File: src/ext_bus_consts.svh
// Purpose: constants of the external bus hold and zone mode block
// Assumes: 100 MHz system clock
// Notes:   widths, reset values and timing counts
`ifndef EXT_BUS_CONSTS_SVH
`define EXT_BUS_CONSTS_SVH

// pin widths
`define EXT_ADDR_W     19
`define EXT_DATA_W     16

// clock period and fixed external access length
`define CLK_PERIOD_NS  10
`define ACCESS_NS      40
`define ACCESS_CYC     ((`ACCESS_NS + `CLK_PERIOD_NS - 1) / `CLK_PERIOD_NS)
`define ACC_CNT_W      4

// boot mode capture: edges after reset release up to the one that latches
// the pin; the synchroniser sits in reset too, so two edges must refill it
`define MODE_SETTLE    2'h3
`define MODE_RST       1'b0

// idle levels of active-low pins
`define STROBE_IDLE    1'b1
`define GRANT_IDLE     1'b1

`endif

File: src/ext_bus_pkg.sv
// Purpose: types of the external bus hold and zone mode block
// Assumes: nothing beyond the constants header
// Notes:   state encoding is left to the tool
package ext_bus_pkg;

  // bus owner state
  typedef enum logic [1:0] {
    ST_IDLE,
    ST_ACCESS,
    ST_HOLD
  } state_t;

endpackage

File: src/ext_bus_hold.sv
// Purpose: external parallel interface pins, hold arbitration, zone 7 map
// Assumes: cpu side on sys_clk; hold request and pins are asynchronous
// Notes:   the pin pullups live in the pad ring, not in this logic
`timescale 1ns/100ps
`include "ext_bus_consts.svh"

module ext_bus_hold (
  // clock and reset
  input  wire logic                    sys_clk,
  input  wire logic                    rst,
  // cpu access path
  input  wire logic                    cpu_req,
  input  wire logic                    cpu_wr,
  input  wire logic                    cpu_zone7,
  input  wire logic [`EXT_ADDR_W-1:0]  cpu_addr,
  input  wire logic [`EXT_DATA_W-1:0]  cpu_wdata,
  output logic                         cpu_ready,
  output logic                         cpu_done,
  output logic [`EXT_DATA_W-1:0]       cpu_rdata,
  // boot rom redirect
  output logic                         rom_req,
  output logic [`EXT_ADDR_W-1:0]       rom_addr,
  // mode bit of the second interface configuration register
  input  wire logic                    mode_wr_en,
  input  wire logic                    mode_wr_data,
  output logic                         mode_bit,
  // mode select pin
  input  wire logic                    boot_mode_select,
  // address pins
  output logic [`EXT_ADDR_W-1:0]       ext_addr_bus,
  output logic                         ext_addr_oe,
  // data pins
  input  wire logic [`EXT_DATA_W-1:0]  ext_data_in,
  output logic [`EXT_DATA_W-1:0]       ext_data_out,
  output logic                         ext_data_oe,
  // strobes active low, their output enable active high
  output logic                         ext_rd_n,
  output logic                         ext_wr_n,
  output logic                         ext_strobe_oe,
  // hold handshake, active low
  input  wire logic                    bus_hold_request_n,
  output logic                         bus_hold_grant_n
);
  import ext_bus_pkg::*;

  // synchronisers for asynchronous pins
  logic [1:0]              hold_sync_r;
  logic [1:0]              mode_sync_r;
  logic [`EXT_DATA_W-1:0]  din_meta_r;
  logic [`EXT_DATA_W-1:0]  din_sync_r;

  // state and next values
  state_t                  state_r, state_nxt;
  logic [`ACC_CNT_W-1:0]   cnt_r, cnt_nxt;
  logic                    pend_r, pend_nxt;
  logic                    p_wr_r, p_wr_nxt;
  logic                    p_z7_r, p_z7_nxt;
  logic [`EXT_ADDR_W-1:0]  p_addr_r, p_addr_nxt;
  logic [`EXT_DATA_W-1:0]  p_data_r, p_data_nxt;
  logic [1:0]              settle_r, settle_nxt;
  logic                    mode_r, mode_nxt;
  logic                    ready_r, ready_nxt;
  logic                    done_r, done_nxt;
  logic [`EXT_DATA_W-1:0]  rdata_r, rdata_nxt;
  logic                    rom_req_r, rom_req_nxt;
  logic [`EXT_ADDR_W-1:0]  rom_addr_r, rom_addr_nxt;
  logic [`EXT_ADDR_W-1:0]  addr_r, addr_nxt;
  logic                    addr_oe_r, addr_oe_nxt;
  logic [`EXT_DATA_W-1:0]  dout_r, dout_nxt;
  logic                    dout_oe_r, dout_oe_nxt;
  logic                    rd_n_r, rd_n_nxt;
  logic                    wr_n_r, wr_n_nxt;
  logic                    strb_oe_r, strb_oe_nxt;
  logic                    grant_n_r, grant_n_nxt;

  logic                    hold_req;
  logic                    last_cyc;

  // hold request is active high once inverted after both flip-flops
  assign hold_req = ~hold_sync_r[1];
  assign last_cyc = (cnt_r == `ACC_CNT_W'(`ACCESS_CYC - 1));

  // two-flop synchronisers; first stage feeds only the second
  always_ff @(posedge sys_clk or posedge rst)
  begin
    if (rst)
    begin
      hold_sync_r <= 2'h3;
      mode_sync_r <= 2'h0;
      din_meta_r  <= `EXT_DATA_W'h0;
      din_sync_r  <= `EXT_DATA_W'h0;
    end
    else
    begin
      hold_sync_r <= {hold_sync_r[0], bus_hold_request_n};
      mode_sync_r <= {mode_sync_r[0], boot_mode_select};
      din_meta_r  <= ext_data_in;
      din_sync_r  <= din_meta_r;
    end
  end

  // next values of mode bit, request latch and bus state
  always_comb
  begin
    settle_nxt   = settle_r;
    mode_nxt     = mode_r;
    state_nxt    = state_r;
    cnt_nxt      = cnt_r;
    pend_nxt     = pend_r;
    p_wr_nxt     = p_wr_r;
    p_z7_nxt     = p_z7_r;
    p_addr_nxt   = p_addr_r;
    p_data_nxt   = p_data_r;
    done_nxt     = 1'b0;
    rdata_nxt    = rdata_r;
    rom_req_nxt  = 1'b0;
    rom_addr_nxt = rom_addr_r;
    addr_nxt     = addr_r;
    addr_oe_nxt  = addr_oe_r;
    dout_nxt     = dout_r;
    dout_oe_nxt  = 1'b0;
    rd_n_nxt     = `STROBE_IDLE;
    wr_n_nxt     = `STROBE_IDLE;
    strb_oe_nxt  = strb_oe_r;
    grant_n_nxt  = grant_n_r;

    // pin caught once after release, then only software changes it
    if (settle_r != `MODE_SETTLE)
    begin
      settle_nxt = settle_r + 2'h1;
      if (settle_r + 2'h1 == `MODE_SETTLE)
        mode_nxt = mode_sync_r[1];
    end
    else if (mode_wr_en)
      mode_nxt = mode_wr_data;

    // latch a new cpu request
    if (cpu_req && ready_r)
    begin
      pend_nxt   = 1'b1;
      p_wr_nxt   = cpu_wr;
      p_z7_nxt   = cpu_zone7;
      p_addr_nxt = cpu_addr;
      p_data_nxt = cpu_wdata;
    end

    case (state_r)
      ST_IDLE:
      begin
        if (pend_r && p_z7_r && !mode_r)
        begin
          pend_nxt     = 1'b0;
          rom_req_nxt  = 1'b1;
          rom_addr_nxt = p_addr_r;
          done_nxt     = 1'b1;
        end
        else if (pend_r)
        begin
          pend_nxt    = 1'b0;
          state_nxt   = ST_ACCESS;
          cnt_nxt     = `ACC_CNT_W'h0;
          addr_nxt    = p_addr_r;
          addr_oe_nxt = 1'b1;
          strb_oe_nxt = 1'b1;
          dout_nxt    = p_data_r;
          dout_oe_nxt = p_wr_r;
          rd_n_nxt    = p_wr_r;
          wr_n_nxt    = ~p_wr_r;
        end
        else if (hold_req && !(cpu_req && ready_r))
        begin
          state_nxt   = ST_HOLD;
          addr_oe_nxt = 1'b0;
          strb_oe_nxt = 1'b0;
          grant_n_nxt = 1'b0;
        end
      end
      ST_ACCESS:
      begin
        cnt_nxt     = cnt_r + `ACC_CNT_W'h1;
        dout_oe_nxt = p_wr_r & ~last_cyc;
        rd_n_nxt    = p_wr_r | last_cyc;
        wr_n_nxt    = ~p_wr_r | last_cyc;
        if (last_cyc)
        begin
          state_nxt = ST_IDLE;
          done_nxt  = 1'b1;
          if (!p_wr_r)
            rdata_nxt = din_sync_r;
        end
      end
      ST_HOLD:
      begin
        // outside master owns the pins until it withdraws
        addr_oe_nxt = 1'b0;
        strb_oe_nxt = 1'b0;
        if (!hold_req)
        begin
          state_nxt   = ST_IDLE;
          grant_n_nxt = `GRANT_IDLE;
          addr_oe_nxt = 1'b1;
          strb_oe_nxt = 1'b1;
        end
      end
      default:
        state_nxt = ST_IDLE;
    endcase

    ready_nxt = (state_nxt == ST_IDLE) && !pend_nxt && !done_nxt;
  end

  // register all state and pin drivers
  always_ff @(posedge sys_clk or posedge rst)
  begin
    if (rst)
    begin
      settle_r   <= 2'h0;
      mode_r     <= `MODE_RST;
      state_r    <= ST_IDLE;
      cnt_r      <= `ACC_CNT_W'h0;
      pend_r     <= 1'b0;
      p_wr_r     <= 1'b0;
      p_z7_r     <= 1'b0;
      p_addr_r   <= `EXT_ADDR_W'h0;
      p_data_r   <= `EXT_DATA_W'h0;
      ready_r    <= 1'b0;
      done_r     <= 1'b0;
      rdata_r    <= `EXT_DATA_W'h0;
      rom_req_r  <= 1'b0;
      rom_addr_r <= `EXT_ADDR_W'h0;
      addr_r     <= `EXT_ADDR_W'h0;
      addr_oe_r  <= 1'b1;
      dout_r     <= `EXT_DATA_W'h0;
      dout_oe_r  <= 1'b0;
      rd_n_r     <= `STROBE_IDLE;
      wr_n_r     <= `STROBE_IDLE;
      strb_oe_r  <= 1'b1;
      grant_n_r  <= `GRANT_IDLE;
    end
    else
    begin
      settle_r   <= settle_nxt;
      mode_r     <= mode_nxt;
      state_r    <= state_nxt;
      cnt_r      <= cnt_nxt;
      pend_r     <= pend_nxt;
      p_wr_r     <= p_wr_nxt;
      p_z7_r     <= p_z7_nxt;
      p_addr_r   <= p_addr_nxt;
      p_data_r   <= p_data_nxt;
      ready_r    <= ready_nxt;
      done_r     <= done_nxt;
      rdata_r    <= rdata_nxt;
      rom_req_r  <= rom_req_nxt;
      rom_addr_r <= rom_addr_nxt;
      addr_r     <= addr_nxt;
      addr_oe_r  <= addr_oe_nxt;
      dout_r     <= dout_nxt;
      dout_oe_r  <= dout_oe_nxt;
      rd_n_r     <= rd_n_nxt;
      wr_n_r     <= wr_n_nxt;
      strb_oe_r  <= strb_oe_nxt;
      grant_n_r  <= grant_n_nxt;
    end
  end

  // outputs straight from flip-flops
  assign cpu_ready     = ready_r;
  assign cpu_done      = done_r;
  assign cpu_rdata     = rdata_r;
  assign rom_req       = rom_req_r;
  assign rom_addr      = rom_addr_r;
  assign mode_bit      = mode_r;
  assign ext_addr_bus  = addr_r;
  assign ext_addr_oe   = addr_oe_r;
  assign ext_data_out  = dout_r;
  assign ext_data_oe   = dout_oe_r;
  assign ext_rd_n      = rd_n_r;
  assign ext_wr_n      = wr_n_r;
  assign ext_strobe_oe = strb_oe_r;
  assign bus_hold_grant_n = grant_n_r;

endmodule

File: config.mk
export PLATFORM = sky130hd
export DESIGN_NAME = ext_bus_hold
export DESIGN_NICKNAME = d
export VERILOG_FILES = /design/src/ext_bus_pkg.sv /design/src/ext_bus_hold.sv
export VERILOG_INCLUDE_DIRS = /design/src
export SDC_FILE = /design/constraint.sdc
export NUM_CORES = 1
export LEC_CHECK = 0
export BUFFER_PORTS_ARGS = -buffer_cell sky130_fd_sc_hd__buf_2
export CORE_MARGIN = 5
export CORE_UTILIZATION = 53
export CTS_CLUSTER_SIZE = 40
export DETAILED_ROUTE_END_ITERATION = 8
export PLACE_DENSITY = 0.86
export SKIP_CTS_REPAIR_TIMING = 1
export SLEW_MARGIN = 20
export SYNTH_ARGS = -nofsm -noshare
export SYNTH_HDL_FRONTEND = slang
export SYNTH_SLANG_ARGS = --single-unit
File: constraint.sdc
create_clock -name sys_clk -period 6.8 [get_ports sys_clk]
set_input_delay 1.02 -clock sys_clk [delete_from_list [all_inputs] [get_ports sys_clk]]
set_output_delay 1.02 -clock sys_clk [all_outputs]
set_load 0.02 [all_outputs]
After elaboration in Yosys (flattened, before gate mapping)

Index checks and enable logic that the tools add are counted.

Add/sub/neg operators: 2
Eq/ne operators: 12
Multiplexer cells: 38
Bitwise operators: 7
Reduce and logical (&&, ||, !) cells: 22

Operators by type and width:

| cell                | count |
|---|---|
| $mux 1              | 23 |
| $ne 2x2->1 const B  | 6 |
| $pmux 1 s2          | 6 |
| $reduce_and 3->1    | 4 |
| $mux 2              | 5 |
| $mux 4              | 2 |
| $pmux 4 s2          | 1 |
| $logic_and 1x1->1   | 6 |
| $pmux 2 s3          | 1 |
| $reduce_bool 2->1   | 3 |
| $reduce_and 5->1    | 1 |
| $add 4x1->4 const B | 1 |
| $eq 2x2->1 const B  | 2 |
| $eq 4x2->1 const B  | 1 |
| $logic_not 1->1     | 4 |
| $logic_not 2->1     | 2 |
| $not 1->1           | 4 |
| $reduce_and 2->1    | 2 |
| $ne 3x3->1 const B  | 1 |
| $add 2x1->2 const B | 1 |
| $eq 2x1->1 const B  | 1 |
| $ne 2x1->1 const B  | 1 |
| $or 1x1->1          | 2 |
| $and 1x1->1         | 1 |

Bits in registers: 161
Input port bits: 60
Output and inout bits: 80
Word-level logic and storage cells: 106

Depth between registers and ports, before layout

Gate-level depths: netlist of the first run.

Depth in word-level cells: 10
Depth in mapped cells: 7
Mapped depth without buffers: 5

Least setup slack after synthesis of the first run

OpenSTA, ideal clock, no wires.

Path kind: input to register
Start point: input cpu_req
End point: register p_addr_r[0]
Setup time: 0.125 ns
Arrival: 2.004 ns
Data required time: 6.675 ns
Setup slack: 4.671 ns
Cell stages on the path: 4
Path buffers: 2
Cell sequence: nand2_1 > clkbuf_1 > buf_2 > mux2_2

Word-level cells in the longest chain between the ends: 1

RTL lines:

| what                 | RTL line            | RTL |
|---|---|---|
| start, declared      | ext_bus_hold.sv:12  | `input wire logic cpu_req,` |
| $logic_and 1x1->1    | ext_bus_hold.sv:138 | `if (cpu_req && ready_r)` |
| end signal, assigned | ext_bus_hold.sv:224 | `` p_addr_r <= `EXT_ADDR_W'h0; `` |
| end signal, assigned | ext_bus_hold.sv:249 | `p_addr_r <= p_addr_nxt;` |
| end, declared        | ext_bus_hold.sv:58  | `` logic [`EXT_ADDR_W-1:0] p_addr_r, p_addr_nxt; `` |

Every way passes these cells.
A chain may end at the register's enable or synchronous reset.

Final worst setup path of the first run

Start point: register state_r[1]
End point: register addr_r[2], in the netlist ext_addr_bus[2]

Word-level cells in the longest chain between the ends: 2

RTL lines:

| what                              | RTL line            | RTL |
|---|---|---|
| start, declared                   | ext_bus_hold.sv:53  | `state_t state_r, state_nxt;` |
| start signal, assigned            | ext_bus_hold.sv:244 | `state_r <= state_nxt;` |
| $logic_not 2->1                   | ext_bus_hold.sv:147 | `case (state_r)` |
| $reduce_and 3->1 (no source line) | --                  |  |
| end signal, assigned              | ext_bus_hold.sv:231 | `` addr_r <= `EXT_ADDR_W'h0; `` |
| end signal, assigned              | ext_bus_hold.sv:256 | `addr_r <= addr_nxt;` |
| end, declared                     | ext_bus_hold.sv:67  | `` logic [`EXT_ADDR_W-1:0] addr_r, addr_nxt; `` |

Every way passes these cells.

==> results of run 1 <==
[sequential cells by signal, summed over array words and instances (netlist names), 4 cells and up]
register,count
din_sync_r,16
din_meta_r,16
ext_data_out,16
rom_addr,19
cnt_r,4
ext_addr_bus,19
cpu_rdata,16
p_data_r,16
p_addr_r,19
[power by group]
group	internal (mW)	switching, mW	total [mW]
Combinational	0.527	0.606	1.13
Sequential	1.33	0.225	1.56
Clock	0.484	0.438	0.922
[cell families after synthesis]
group | count (synthesis) | share of synthesized area, %
DFF | 161 | 70.6
xor gates and xnor gates | 2 | 0.307
adders and majority gates | 3 | 0.657
AOI/OAI and AO/OA | 18 | 1.77
buffers and inverters | 21 | 2.17
and+or+nand+nor | 29 | 2.54
muxes | 108 | 21.9
[synthesized netlist by cell type (all sizes together)]
cell      n  area (um2)
nor3b     1        7.51
ha        3        37.5
nand2b    2        12.5
xnor2     2        17.5
nor2      4        15.0
nor2b     2        12.5
dfrtp   155        3880
buf      12        90.1
and2      2        12.5
nand3     5        25.0
dfstp     6         158
o21a      1        7.51
nand2    10        40.0
nand4     1        6.26
mux2    107        1240
nand3b    1        7.51
or3       1        6.26
inv       6        22.5
o31ai     1        7.51
a21oi     6        30.0
o21ai     8        40.0
mux2i     1        10.0
a21bo     1        10.0
clkbuf    3        11.3
a31oi     1        6.26
[worst max-delay path, stage by stage (launching register included)]
cell and delay, ns:
sky130_fd_sc_hd__dfrtp_1 0.48, sky130_fd_sc_hd__nor2_1 0.19, sky130_fd_sc_hd__nand3_2 0.83, sky130_fd_sc_hd__mux2_2 0.62
[layer usage]
layer	part of all wire (%)	vias to the layer above	routed length, um
met2	51	102	5630
met3	7.2	11	790
li1	-	1471	-
met4	1.0	0	114
met5	0	-	0
met1	41	1640	4510
[per-stage QoR]
step	hold WS [ns]	std cells	utilization, %	worst slack, ns
4_1_cts	0.345	640	66.5	4.54
2_1_floorplan	0.331	342	-	1.44
3_3_place_gp	0.333	608	60.9	4.17
6_report	0.345	640	66.5	4.54
5_1_grt	0.348	640	66.5	4.41
3_5_place_dp	0.335	608	60.9	4.10
[placed cells by master, fill, tap and decap left out, drive strengths merged]
cell    instances
dfrtp         155
buf           141
mux2          107
clkbuf         17
inv            15
nand2          10
o21ai           8
a21oi           6
dfstp           6
clkinv          6
nand3           5
nor2            4
ha              3
nand2b          2
nor2b           2
xnor2           2
and2            2
o21a            1
a21bo           1
nor3b           1
or3             1
a31oi           1
o31ai           1
nand3b          1
mux2i           1
nand4           1
[cell type report]
type                            count  area, um2  share of cell area (%)
Multi-Input combinational cell    160       1560                    22.0
Sequential cell                   161       4040                    56.7
Clock inverter                     15        184                    2.59
Timing Repair Buffer              141        714                    10.0
Clock buffer                       17        414                    5.82
Tap cell                          140        175                    2.46
Inverter                            6       27.5                   0.387
[worst min path at each step]
| stage | start | to | cells after the start | slack [ns] |
|---|---|---|---|---|
| finish | din_meta_r[0] | din_sync_r[0] | 0 | 0.35 |
| global route | din_meta_r[14] | din_sync_r[14] | 0 | 0.35 |
| CTS | din_meta_r[0] | din_sync_r[0] | 0 | 0.34 |
| detailed placement | din_meta_r[0] | din_sync_r[0] | 0 | 0.33 |
| global placement | din_meta_r[11] | din_sync_r[11] | 0 | 0.33 |
| floorplan | din_meta_r[0] | din_sync_r[0] | 0 | 0.33 |
==> results by stage, run 1 <==
Floorplan:
- The die covers between 0.01 and 0.015 mm2.
- The die is 114 um wide.
- The number of I/O pins is 140.
- The number of cell rows is 38.
- After floorplanning, the core was sized to cover about 0.011 mm2.
- The vertical die dimension is between 100 and 150 um.
- The initial cell density of the core is 53.4%.

Place:
- At the end of routability-driven placement, the weighted congestion stood at about 0.75.
- The number of buffer cells added on primary ports is between 100 and 150.
- Summing all placed instances gives a cell area of between 0.006 and 0.007 mm2.
- The detailed placement HPWL is between 7 and 8 mm.

STA:
- The final critical delay including setup and external delays is 2.26 ns.
- For the final routed database, the setup TNS stands at 0 ns.
- The number of pins exceeding their max-slew limit in the final report is 0.
- The final setup violation count is 0.
- In this run the tightest slew margin relative to its limit is 28.7%.
- Setup repair after global routing left no endpoint under its margin.
- For the pin with the worst max-slew slack, the measured transition is roughly 1.1 ns.
- The ratio of final minimum period to clock period is 33.3%.
- The highest clock rate is 442 MHz.
- The final hold violation count came to 0.
- The largest clock skew in the final design is 0.00747 ns.

GRT:
- The pin count of the biggest net entering global routing is 84.
- For this run, the total global-route usage over all layers was measured as 18.3%.
- In the global route stage, met3 resource usage came out at 6.26%.
- The number of antenna violations at the first check in global routing is 0.
- The via count of the first global-routing pass is roughly 3600.
- The met1 usage is between 20 and 25%.
- The first-pass GRT wire length is 18.4 mm.
- Global routing consumed, on the met2 layer, a little under a third of the routing resources.
- For this run the aggregate overflow at the end of global routing stands at 0.
- The layer flagged by global routing as most heavily used is met2.

Finish:
- The final design area excluding fillers is 0.00711 mm2.
- The layout has 758 filler cells.
- The number of antenna repair diodes is 0.
- The synthesis-to-finish area growth is 24.5%.
- Of the cells placed in the final design, the portion with a size suffix greater than 1 is between 50% and 60%.
- After the last flow step, the layout net total stands at 550.

Synth:
- Yosys printed 0 warnings.
- Counting flops and latches in the post-synthesis netlist gives about 160.
- The netlist uses 31 different library cells.
- The combined area of all synthesized cells is 0.00571 mm2.
- The share of the Yosys chip area taken by registers is 70.6%.
- Dividing the synthesized area by the synthesized cell count gives 16.7 um2.
- Counting every instance in the synthesized netlist gives 342.
- The number of nets produced by synthesis is 405.

Pwr:
- In this run the static leakage power is about 3.5 nW.
- The power per standard cell area is a little over 500 mW/mm2.
- The worst-case vdd ir drop is 0.270 mV.
- The post-layout total power is around 3.6 mW.

Setup path:
- By startpoint and endpoint, the worst setup path is classified as flop to flop.
- The number of cells on the worst reg-to-reg path is 3.
- The worst register-to-register path ends at ext_addr_bus[2].
- Across all register-to-register paths, the minimum setup slack is 4.54 ns.
- The timing endpoint of the critical path is ext_addr_bus[2].
- The data required time at the worst endpoint is 7.18 ns.
- Of all nets on the critical path, the largest fanout is 38.
- The startpoint identified for the worst register-to-register timing path is state_r[1].
- STA classifies the critical path startpoint as a flop.
- Tracing the worst setup path back leads to its startpoint at state_r[1].
- The critical path capture point type is a flop.
- Data on the critical path arrives at its endpoint at 2.64 ns.

Clock network:
- The clock latency on the worst-skew pair is between 0.5 and 0.6 ns.
- The CTS buffer count is 17.
- Clock-pin slew was measured on the worst setup and hold paths at 0.07 ns.
- The CTS tree is done.
- The deepest level of the CTS H-tree is 4.
- The count of clock tree sinks is 161.
- The cell at the root of the clock tree is sky130_fd_sc_hd__clkbuf_8.
- The number of buffers between clock root and the deepest sink is 2.

Detailed routing:
- The wire length after detailed routing is ~11 mm.
- The via count of the routed design is 3224.
- The violation count after the first detailed-route iteration is about 150.
- The iteration count of the initial detailed-routing pass is 4.
- In the routed design, unresolved DRC markers number 0.
- Once detail routing completed, the nets flagged for antenna violations numbered 0.
- The post-detailed-route via-to-cell ratio is about 5.0.
- The average detailed-routed wire length per instance is 17.3 um.

Min path:
- The worst hold-check path type is flop to flop.

Job:
- Max-cap violations in this run came to 0.

Run status:
- The flow ran to the end, and the final reports show no timing, DRC or antenna violations.
Power figures use the tool's default switching activity.
==> inputs of run 2 (changes only) <==
--- a/config.mk
+++ b/config.mk
@@ -8,10 +8,10 @@
 export LEC_CHECK = 0
 export BUFFER_PORTS_ARGS = -buffer_cell sky130_fd_sc_hd__buf_2
 export CORE_MARGIN = 5
-export CORE_UTILIZATION = 53
+export CORE_UTILIZATION = 47
 export CTS_CLUSTER_SIZE = 40
 export DETAILED_ROUTE_END_ITERATION = 8
-export PLACE_DENSITY = 0.86
+export PLACE_DENSITY = 0.81
 export SKIP_CTS_REPAIR_TIMING = 1
 export SLEW_MARGIN = 20
 export SYNTH_ARGS = -nofsm -noshare
==> constraint.sdc (replaced) <==
create_clock -name sys_clk -period 1.9 [get_ports sys_clk]
set_input_delay 0.285 -clock sys_clk [delete_from_list [all_inputs] [get_ports sys_clk]]
set_output_delay 0.285 -clock sys_clk [all_outputs]
set_load 0.02 [all_outputs]
==> results by stage, run 2 (same netlist as run 1, synthesis figures left out) <==
Pwr:
- In this run the power density over the cells is 1770 mW/mm2.
- The cell-internal power is 8.76 mW.
- The analysis attributes to net switching a power of approximately 4.3 mW.
- The clock network accounts for a little over a quarter of the total power.
- The power share of the combinational group is 31.5%.
- The static leakage power is 3.60 nW.
- In this run switching power makes up 33.0% of total power.
- Sequential cells account for 42.4% of the total power.
- The worst-case vdd ir drop is just over 0.8 mV.

Finish:
- After filler insertion, the fill cell instance count of the layout stands at 851.
- The final non-filler cell total is between 600 and 700.
- The most common cell after layout, fill and taps aside is sky130_fd_sc_hd__dfrtp_1.
- Across the whole layout, storage elements account for 0.00404 mm2.
- The top cell types in the final layout, fill and taps aside, are sky130_fd_sc_hd__dfrtp_1, sky130_fd_sc_hd__buf_2, sky130_fd_sc_hd__mux2_2, sky130_fd_sc_hd__dlygate4sd3_1, sky130_fd_sc_hd__clkbuf_16.
- The share of post-route cells with drive strength above 1 is 56.5%.
- The synthesis-to-finish area growth is 29.5%.
- For this run, the share of the core covered by cells in the final layout is between 60% and 70%.
- The number of antenna repair diodes is 0.
- For this run, the post-layout net count is 574.
- The multi-input combinational cells in the finished layout cover a total of ~0.0016 mm2.
- Summing all non-filler instances in the final layout gives an area of about 0.0074 mm2.

Place:
- After detailed placement, the design holds a cell count of 620.
- The total placed instance area is 0.00661 mm2.
- The congestion estimate from routability-driven global placement came to 0.764.
- The count of buffers added on input and output ports is 139.
- The detailed placement HPWL is 7.23 mm.
- At the placement stage, the worst setup path has a slack of 0.274 ns.

GRT:
- Entering global routing, the biggest net connects 78 pins.
- The final global-route overflow total is 0.
- In the global route stage, overall resource usage came out at 16.2%.
- The via count of the first global-routing pass is 3577.
- The number of antenna violations at the first check in global routing is 0.
- The first global-routing pass estimated 18.2 mm of wire.

Floorplan:
- Once the floorplan was initialized, standard cells occupied 47.8% of the core.
- Measured along the y axis, the die boundary spans 120 um.
- The die covers around 0.014 mm2.
- The number of I/O pins is 140.
- In this run the horizontal extent of the chip is 120 um.
- After floorplanning, the core was divided into 40 placement rows.
- The placeable core region is 0.0120 mm2.

Setup path:
- The data required time at the worst endpoint is 2.20 ns.
- Along the worst path, the maximum fanout reaches 16.
- The critical path capture point type is a flop.
- The type of the worst setup path is flop to flop.
- At the worst endpoint, the arrival time is 1.96 ns.
- The startpoint type of the worst setup path is a flop.

STA:
- Derived from the worst setup path, the maximum achievable clock frequency is 601 MHz.
- Setup repair after global routing left no endpoint under its margin.
- The headroom to the max-slew limit is between 70 and 80%.
- The slew of the pin with the lowest slew margin is 0.379 ns.
- The number of pins exceeding their max-slew limit in the final report is 0.
- Adding up every negative setup slack in the final design gives 0 ns.
- The final hold violation count is 0.
- Setup slack on the critical path of the routed design comes to around 0.24 ns.
- The ratio of final minimum period to clock period is 87.6%.
- Setup violations remaining at the end of the flow were counted as 0.
- The largest clock skew in the final design is 0.00769 ns.
- The final critical delay including setup and external delays is 1.66 ns.

Detailed routing:
- For this block, the routed nets add up to between 10 and 15 mm of wire.
- In this run the remaining antenna-violating nets after routing total 0.
- After the first detailed-routing iteration, the DRC count stood at 301.
- The average detailed-routed wire length per instance is roughly 17 um.
- In the routed design, unresolved DRC markers number 0.
- The post-detailed-route via-to-cell ratio is roughly 4.9.
- Summing over every cut layer, the via total after detailed routing is 3304.
- The iteration count of the initial detailed-routing pass is 4.

Run status:
- The run finished with clean final reports.

Job:
- Max-cap violations in this run came to 0.

Clock network:
- At the later pin of the worst-skew pair, clock insertion delay measures 0.42 ns.
- CTS saw 161 sinks.
- In this run, CTS created clock tree buffers numbering 17.
- The CTS tree is done.
- The clock input transition at the sequential cells of the worst setup and hold paths is ~0.060 ns.
- The number of buffers between clock root and the deepest sink is 2.
- CTS built an H-tree with a depth of 4.
- The cell at the root of the clock tree is sky130_fd_sc_hd__clkbuf_16.

Min path:
- The worst hold-check path type is input pin to flop.
run 2: cell count changes in the layout (fill, tap and decap cells not counted), moves of 2 or more:
| cell | delta |
|---|---|
| sky130_fd_sc_hd__buf_12 | +4 |
| sky130_fd_sc_hd__dlygate4sd3_1 | +19 |
| sky130_fd_sc_hd__bufinv_16 | +2 |
| sky130_fd_sc_hd__inv_8 | -5 |
| sky130_fd_sc_hd__buf_4 | +2 |
| sky130_fd_sc_hd__clkinv_8 | -4 |
| sky130_fd_sc_hd__clkinvlp_4 | +3 |
run 2: area by class of cell:
type | count | share of cell area (%)
clock inverter | 12 | 1.99
timing repair buffer | 165 | 13.4
tap | 147 | 2.49
clock buffer | 20 | 6.17
sequential | 161 | 54.5
multi-input combinational | 160 | 21.1
inverter | 6 | 0.355
run 2: final timing paths:
| check | to | cells after the start | slack, ns | startpoint |
|---|---|---|---|---|
| setup / recovery | cpu_rdata[4] | 5 | 0.24 | state_r[1] |
| max in group asynchronous | hold_sync_r[0] | 4 | 0.79 | rst |
| min in group asynchronous | ext_addr_bus[10] | 3 | 0.40 | rst |
| setup reg to reg | cpu_rdata[4] | 5 | 0.24 | state_r[1] |
| hold reg to reg | din_sync_r[6] | 0 | 0.35 | din_meta_r[6] |
| hold / removal | p_data_r[13] | 2 | 0.1 | cpu_wdata[13] |
run 2: power groups by stage:
stage                     registers [mW]  clock network (mW)  logic [mW]
after CTS                           5.55                3.50        4.16
after detailed placement            5.60                   0        4.13
final                               5.54                3.41        4.11
after floorplan                     6.40                   0        1.88
after global routing                5.73                3.66        4.44
after global placement              5.49                   0        4.02
run 2: per-stage QoR:
step                      total power, mW  hold slack (ns)
after floorplan                      8.28            0.289
after global placement               9.51            0.287
after detailed placement             9.72            0.281
after CTS                            13.2           -0.167
after global routing                 13.8           0.0813
final                                13.1           0.0960
run 2: metal layers:
metal  vias up  part of all wire, %  global-route usage, %
li1       1515                    -                      -
met1      1665                   42                   20.1
met2       114                   49                   26.1
met3        10                  7.3                   6.08
met4         0                  1.0                   5.74
met5         -                    0                      0
run 2: worst max-delay path: stages, from the launching register on:
cell	delay, ns
sky130_fd_sc_hd__dfrtp_1	0.46
sky130_fd_sc_hd__inv_2	0.11
sky130_fd_sc_hd__nand2_2	0.07
sky130_fd_sc_hd__or3_1	0.35
sky130_fd_sc_hd__buf_4	0.23
sky130_fd_sc_hd__mux2_4	0.32
